$ cat src/idx_regs.vh
// Register offsets, field layouts, opcodes and reset values for the instruction executor
`ifndef IDX_REGS_VH
`define IDX_REGS_VH

// ----------------------------------------------------------------
// Register byte offsets (one 32-bit word each)
// ----------------------------------------------------------------
`define IDX_OFS_INSTR 5'h00
`define IDX_OFS_ACC 5'h04
`define IDX_OFS_STATUS 5'h08
`define IDX_OFS_PAGE 5'h0c
`define IDX_OFS_PC 5'h10
`define IDX_OFS_CYCLES 5'h14
`define IDX_OFS_FADDR 5'h18
`define IDX_OFS_FDATA 5'h1c

// ----------------------------------------------------------------
// Field positions
// ----------------------------------------------------------------
`define IDX_ST_ZERO 0
`define IDX_ST_SKIP 1
`define IDX_ST_BUSY 2
`define IDX_DEST_BIT 7
`define IDX_PAGE_HI 4
`define IDX_PAGE_LO 3

// ----------------------------------------------------------------
// Opcode patterns (14-bit instruction word)
// ----------------------------------------------------------------
`define IDX_OP_DSKIP 6'h0b
`define IDX_OP_ISKIP 6'h0f
`define IDX_OP_INC 6'h0a
`define IDX_OP_JUMP 3'h5
`define IDX_OP_ORLIT 6'h38

// ----------------------------------------------------------------
// Reset values and cycle costs
// ----------------------------------------------------------------
`define IDX_RST_ACC 8'h00
`define IDX_RST_PAGE 5'h00
`define IDX_RST_PC 13'h0000
`define IDX_CYC_ONE 16'h0001
`define IDX_CYC_TWO 16'h0002

`endif
$ cat src/idx_exec.v
// Executor for skip-on-null, absolute jump, OR literal and register increment
// Contract
// - Decrement-skip subtracts one; destination bit picks accumulator or register; no flag.
// - A zero decrement result turns the next instruction into a no-op.
// - Increment-skip adds one, stores by destination, no flag, skips on zero.
// - Absolute jump loads its 11-bit target into counter bits 10..0.
// - Jump fills counter bits 12..11 from page latch bits 4..3.
// - Absolute jump is unconditional, costs two cycles, touches no flag.
// - OR literal into accumulator, result to accumulator, zero flag updated.
// - Register increment stores by destination bit and updates zero flag.
`timescale 1ns/10ps
`include "idx_regs.vh"
module idx_exec #(
   parameter FILE_AW = 7
) (
   input wire clk, // 200 MHz core clock
   input wire reset_n, // Synchronous reset, active low
   input wire [4:0] avs_address, // Byte address
   input wire avs_read, // Read request
   input wire avs_write, // Write request
   input wire [31:0] avs_writedata, // Write data
   output reg [31:0] avs_readdata, // Read data
   output reg avs_waitrequest // Low for the accepting cycle
);
   // ----------------------------------------------------------------
   // State encoding
   // ----------------------------------------------------------------
   localparam [1:0] ST_IDLE = 2'h0;
   localparam [1:0] ST_FETCH = 2'h1;
   localparam [1:0] ST_EXEC = 2'h2;

   reg [1:0] state_q;
   reg [13:0] instr_q;
   reg [7:0] acc_q;
   reg zero_q;
   reg skip_q;
   reg [4:0] page_q;
   reg [12:0] pc_q;
   reg [15:0] cycles_q;
   reg [FILE_AW-1:0] faddr_q;
   reg rd_valid_q;
   reg mem_we;
   reg [FILE_AW-1:0] mem_waddr;
   reg [7:0] mem_wdata;
   reg [31:0] rdmux;
   reg ready;
   wire [7:0] mem_rdata;
   wire [FILE_AW-1:0] mem_raddr;
   wire req;
   wire commit_wr;
   wire [5:0] op6;
   wire dest;
   wire [7:0] inc_res;
   wire [7:0] dec_res;

   function is_zero;
      input [7:0] v;
      begin
         is_zero = (v == 8'h00);
      end
   endfunction

   // ----------------------------------------------------------------
   // Decode
   // ----------------------------------------------------------------
   assign req = avs_read | avs_write;
   assign commit_wr = avs_write & ~avs_waitrequest;
   assign op6 = instr_q[13:8];
   assign dest = instr_q[`IDX_DEST_BIT];
   // Wraps modulo 256 by width
   assign inc_res = mem_rdata + 8'h01;
   assign dec_res = mem_rdata - 8'h01;
   // While executing, the operand address comes from the instruction
   assign mem_raddr = (state_q == ST_IDLE) ? faddr_q : instr_q[FILE_AW-1:0];

   idx_file_mem #(
      .AW(FILE_AW),
      .DW(8)
   ) u_mem (
      .clk(clk),
      .wr_en(mem_we),
      .wr_addr(mem_waddr),
      .wr_data(mem_wdata),
      .rd_addr(mem_raddr),
      .rd_data(mem_rdata)
   );

   // ----------------------------------------------------------------
   // Bus read mux and readiness
   // ----------------------------------------------------------------
   always @* begin
      rdmux = 32'h00000000;
      ready = 1'b1;
      case (avs_address)
         `IDX_OFS_INSTR: rdmux = {18'h00000, instr_q};
         `IDX_OFS_ACC: rdmux = {24'h000000, acc_q};
         `IDX_OFS_STATUS: rdmux = {29'h00000000, (state_q != ST_IDLE), skip_q, zero_q};
         `IDX_OFS_PAGE: rdmux = {27'h0000000, page_q};
         `IDX_OFS_PC: rdmux = {19'h00000, pc_q};
         `IDX_OFS_CYCLES: rdmux = {16'h0000, cycles_q};
         `IDX_OFS_FADDR: rdmux = {{(32-FILE_AW){1'b0}}, faddr_q};
         `IDX_OFS_FDATA: rdmux = {24'h000000, mem_rdata};
         default: rdmux = 32'h00000000;
      endcase
      // Hold off anything that would race an instruction in flight
      if (state_q != ST_IDLE) begin
         ready = 1'b0;
      end else if (avs_read && avs_address == `IDX_OFS_FDATA && !rd_valid_q) begin
         ready = 1'b0;
      end
   end

   // ----------------------------------------------------------------
   // Register file write port: bus or execute stage, never both
   // ----------------------------------------------------------------
   always @* begin
      mem_we = 1'b0;
      mem_waddr = faddr_q;
      mem_wdata = avs_writedata[7:0];
      if (state_q == ST_EXEC) begin
         mem_waddr = instr_q[FILE_AW-1:0];
         if (op6 == `IDX_OP_DSKIP) begin
            mem_we = dest;
            mem_wdata = dec_res;
         end else if (op6 == `IDX_OP_ISKIP || op6 == `IDX_OP_INC) begin
            mem_we = dest;
            mem_wdata = inc_res;
         end
      end else if (commit_wr && avs_address == `IDX_OFS_FDATA) begin
         mem_we = 1'b1;
      end
   end

   // ----------------------------------------------------------------
   // Bus handshake: one low cycle of waitrequest per request
   // ----------------------------------------------------------------
   always @(posedge clk) begin
      if (!reset_n) begin
         avs_waitrequest <= 1'b1;
         avs_readdata <= 32'h00000000;
         rd_valid_q <= 1'b0;
      end else begin
         if (req && avs_waitrequest && ready) begin
            avs_waitrequest <= 1'b0;
            avs_readdata <= rdmux;
         end else begin
            avs_waitrequest <= 1'b1;
         end
         // Read data are good one edge after the address last moved
         rd_valid_q <= (state_q == ST_IDLE) && !(commit_wr &&
            (avs_address == `IDX_OFS_FADDR || avs_address == `IDX_OFS_FDATA ||
             avs_address == `IDX_OFS_INSTR));
      end
   end

   // ----------------------------------------------------------------
   // Software registers and the instruction sequencer
   // ----------------------------------------------------------------
   always @(posedge clk) begin
      if (!reset_n) begin
         state_q <= ST_IDLE;
         instr_q <= 14'h0000;
         acc_q <= `IDX_RST_ACC;
         zero_q <= 1'b0;
         skip_q <= 1'b0;
         page_q <= `IDX_RST_PAGE;
         pc_q <= `IDX_RST_PC;
         cycles_q <= 16'h0000;
         faddr_q <= {FILE_AW{1'b0}};
      end else begin
         case (state_q)
            ST_IDLE: begin
               if (commit_wr) begin
                  case (avs_address)
                     `IDX_OFS_INSTR: begin
                        instr_q <= avs_writedata[13:0];
                        if (skip_q) begin
                           // Discarded word runs as a no-op cycle
                           skip_q <= 1'b0;
                           cycles_q <= cycles_q + `IDX_CYC_ONE;
                           pc_q <= pc_q + 13'h0001;
                        end else begin
                           state_q <= ST_FETCH;
                        end
                     end
                     `IDX_OFS_ACC: acc_q <= avs_writedata[7:0];
                     `IDX_OFS_STATUS: zero_q <= avs_writedata[`IDX_ST_ZERO];
                     `IDX_OFS_PAGE: page_q <= avs_writedata[4:0];
                     `IDX_OFS_PC: pc_q <= avs_writedata[12:0];
                     `IDX_OFS_FADDR: faddr_q <= avs_writedata[FILE_AW-1:0];
                     default: faddr_q <= faddr_q;
                  endcase
               end
            end
            // Operand read is registered inside the memory
            ST_FETCH: state_q <= ST_EXEC;
            ST_EXEC: begin
               state_q <= ST_IDLE;
               cycles_q <= cycles_q + `IDX_CYC_ONE;
               pc_q <= pc_q + 13'h0001;
               if (op6 == `IDX_OP_DSKIP) begin
                  if (!dest) begin
                     acc_q <= dec_res;
                  end
                  skip_q <= is_zero(dec_res);
               end else if (op6 == `IDX_OP_ISKIP) begin
                  if (!dest) begin
                     acc_q <= inc_res;
                  end
                  skip_q <= is_zero(inc_res);
               end else if (op6 == `IDX_OP_INC) begin
                  if (!dest) begin
                     acc_q <= inc_res;
                  end
                  zero_q <= is_zero(inc_res);
               end else if (instr_q[13:11] == `IDX_OP_JUMP) begin
                  // Branch flushes the fetched word, hence two cycles
                  pc_q <= {page_q[`IDX_PAGE_HI:`IDX_PAGE_LO], instr_q[10:0]};
                  cycles_q <= cycles_q + `IDX_CYC_TWO;
               end else if (op6 == `IDX_OP_ORLIT) begin
                  acc_q <= acc_q | instr_q[7:0];
                  zero_q <= is_zero(acc_q | instr_q[7:0]);
               end
            end
            default: state_q <= ST_IDLE;
         endcase
      end
   end
endmodule // idx_exec

$ cat src/idx_file_mem.v
// Data register file: one write port, registered read port
`timescale 1ns/10ps
module idx_file_mem #(
   parameter AW = 7,
   parameter DW = 8
) (
   input wire clk, // Core clock
   input wire wr_en, // Write strobe
   input wire [AW-1:0] wr_addr, // Write address
   input wire [DW-1:0] wr_data, // Write data
   input wire [AW-1:0] rd_addr, // Read address
   output reg [DW-1:0] rd_data // Read data, one cycle after address
);
   reg [DW-1:0] mem [0:(1<<AW)-1];

   // Registered read keeps the read path off the execute adder
   always @(posedge clk) begin
      if (wr_en) begin
         mem[wr_addr] <= wr_data;
      end
      rd_data <= mem[rd_addr];
   end
endmodule // idx_file_mem

$ cat config.mk
export PLATFORM = sky130hd
export DESIGN_NAME = idx_exec
export DESIGN_NICKNAME = d
export VERILOG_FILES = /design/src/idx_exec.v /design/src/idx_file_mem.v
export VERILOG_INCLUDE_DIRS = /design/src
export SDC_FILE = /design/constraint.sdc
export NUM_CORES = 2
export LEC_CHECK = 0
export ABC_AREA = 1
export BUFFER_PORTS_ARGS = -buffer_cell sky130_fd_sc_hd__buf_2
export CAP_MARGIN = 20
export CORE_MARGIN = 1
export CORE_UTILIZATION = 46
export DETAILED_ROUTE_END_ITERATION = 8
export SLEW_MARGIN = 10
export SYNTH_ARGS = -nofsm -noshare
export SYNTH_HDL_FRONTEND = slang
export SYNTH_SLANG_ARGS = --single-unit
export TNS_END_PERCENT = 100
$ cat constraint.sdc
create_clock -name clk -period 8.3 [get_ports clk]
set_input_delay 0.415 -clock clk [delete_from_list [all_inputs] [get_ports clk]]
set_output_delay 0.415 -clock clk [all_outputs]
set_load 0.01 [all_outputs]
==> impl_metrics.yaml <==
synthesis:
  avgSynthCellArea_um2: 9.53
  synth.distinct_cells: 45
  synth_flop_cell: "edfxtp_1"
  ys_seq_area_frac: 0.640
  postSynthCellCount: 5345
  synth-edff-count: 1024
  synth_area_um2: 50900
  ys_seq_elements: 1117
  synth_warnings: 0
  synthArstFlopShare: 0
cts:
  clock_sinks: 1117
  post_cts_buffers: 0
  cts_tree: "done"
  clk_latency_ns: 0.71
  cts_root_buf: "clkbuf_16"
  cts_resized: 0
  clockBufferDepth: 3
  path_clk_slew_ns: 0.07
  htreeDepth: 3
  numCtsBuffers: 118
  cts_hold_buffers: 5
sta:
  clock_skew_ns: 0.0271
  setup_viol: 0
  hold_viol_final: 0
  fin_crit_sh: 0.567
  tightest_slew_ns: 1.09
  fmax_ghz: 0.213
  slew_viol_final: 0
  relSlewSlack: 0.276
  setup_slack_ns: 3.60
  finalSetupTns_ns: 0
  finalCriticalPeriod_ns: 4.70
  rsz0062_at_grt: "false"
critical_path:
  crit_path_start_kind: "flop"
  r2r_slack_ns: 3.60
  worstSetupEndpointType: "flop"
  cp-endpoint: "u_mem.rd_data[0]"
  required_ns: 8.89
  critPathMaxFanout: 76
  cp_data_arrival_time_ns: 5.30
  r2r_end: "u_mem.rd_data[0]"
  r2r_start: "state_q[0]"
  crit_start: "state_q[0]"
  ff2ff_path_depth: 14
  critPathKind: "reg -> reg"
power:
  irDropWorstVdd_uv: 165
  power.density_nw_per_um2: 203
  power.leakage_uw: 0.0231
  power_uw: 11300
floorplan:
  dieArea_um2: 112000
  ioPinCount: 74
  core-area_um2: 109000
  floorplan.initialDensity: 0.466
  die_height_um: 335
  die_width_um: 335
  row_count: 121
route:
  drc: 0
  wl_um: 136000
  ant_nets: 0
  drt_first_pass_iters: 8
  routed_via_density: 5.23
  drtIter0Drc: 3679
  wl_per_cell_um: 19.8
  via_count: 35858
cells_and_area:
  fillers: 9959
  multi_input_area_um2: 13100
  area_delta_synth_final_pct: 9.66
  drive_above_1_share: 0.0522
  area.sequential_um2: 32600
  fin_area_um2: 55900
  n_antenna_cell: 0
  layout_common_cells: "1,225 x nand2_1, 1,073 x inv_1, 1,060 x nand3_1"
  final_nets: 5341
  final_common_cell: "nand2_1"
grt:
  track_usage: 0.241
  grt_max_degree: 212
  grt_pass1_vias: 33099
  globalRouteOverflowTotal: 0
  grt_pass1_wl_um: 205000
  antenna_found_initial: 1
min_path:
  worstHoldPathType: "in -> reg"
  hold_start: "avs_writedata[11]"
placement:
  io_buffers: 39
  hpwl_um: 76900
  routabilityCongestion: 0.912
  dpl_cell_area_um2: 52300
  pre_cts_ws_ns: 3.79
job:
  maxCapViolations: 0
run_status:
  outcome: "completed"
## cell families after synthesis
group           synth area share
compound gates            0.0315
xor+xnor                 0.00241
fa+ha+maj                0.00172
buf+inv                    0.107
flops                      0.640
other cells            0.0000736
simple gates               0.218
## power breakdown
part / switching, uW / internal [uW]
registers: 4.32 / 6140
clock network: 2180 / 2770
logic: 191 / 40.7
## final cells by class
type,count,share of cell area
Sequential cell,1117,0.584
Multi-Input combinational cell,2879,0.235
Inverter,1085,0.0729
Clock buffer,159,0.0571
Tap cell,1476,0.0331
Timing Repair Buffer,92,0.0120
Clock inverter,53,0.00643
## cell usage after synthesis (5+ instances only)
cell type / number / area share
nand2_1: 1230 / 0.091
inv_1: 1074 / 0.079
nand3_1: 1060 / 0.10
edfxtp_1: 1024 / 0.60
nor2_1: 228 / 0.017
buf_2: 173 / 0.017
o21ai_0: 100 / 0.0098
dfxtp_1: 93 / 0.037
a21oi_1: 83 / 0.0082
clkbuf_1: 64 / 0.0047
buf_4: 25 / 0.0037
o22ai_1: 23 / 0.0028
buf_1: 17 / 0.0013
nor3_1: 14 / 0.0014
a31oi_1: 13 / 0.0016
xor2_1: 13 / 0.0022
nand4_1: 10 / 0.0012
o211ai_1: 9 / 0.0013
ha_1: 7 / 0.0017
inv_2: 7 / 0.00052
o21ai_1: 7 / 0.00069
a22oi_1: 6 / 0.00088
o221ai_1: 6 / 0.0010
o31ai_1: 6 / 0.00088
nand2_2: 5 / 0.00061
nor4_1: 5 / 0.00061
o2111ai_1: 5 / 0.00086
o21ai_2: 5 / 0.00086
## registers in the layout (all words and copies together), names as in the netlist
register,cells
u_mem.mem,1024
avs_readdata,16
cycles_q,16
instr_q,14
pc_q,13
acc_q,8
u_mem.rd_data,8
faddr_q,7
page_q,5
state_q,2
avs_waitrequest,1
rd_valid_q,1
skip_q,1
zero_q,1
## worst min path at each step
stage                  endpoint  cells after the start
2_1_floorplan        state_q[1]                      1
3_3_place_gp   avs_readdata[10]                      2
3_5_place_dp    avs_readdata[4]                      2
4_1_cts             instr_q[11]                      3
5_1_grt             instr_q[11]                      3
6_report            instr_q[11]                      3
## critical path: stages, from the launching register on
cell and delay [ns]:
dfxtp_1 0.38, nor2_2 0.10, buf_4 0.34, nand2_1 0.65, nand2_4 0.89, buf_4 0.81, nand2_1 0.10, nand3_1 0.12
nand3_1 0.11, nand3_1 0.21, nand3_1 0.25, nand3_1 0.16, nand2_1 0.20, nand2_1 0.11, nand2_1 0.06
## metrics by stage
step / utilization / hold WS (ns) / cells
floorplan: - / 0.441 / 5360
global placement: 0.478 / 0.447 / 6644
detailed placement: 0.478 / 0.452 / 6644
CTS: 0.511 / 0.00534 / 6861
global route: 0.511 / 0.0623 / 6861
finish: 0.511 / 0.0549 / 6861
## metal layers
layer | vias up | GRT usage | wire length (um)
met3 | 242 | 0.0301 | 9730
met1 | 17028 | 0.343 | 59000
met2 | 1343 | 0.383 | 62700
li1 | 17245 | - | -
met5 | - | 0 | 0
met4 | 0 | 0.0829 | 4420
(Power assumes the default switching activity.)
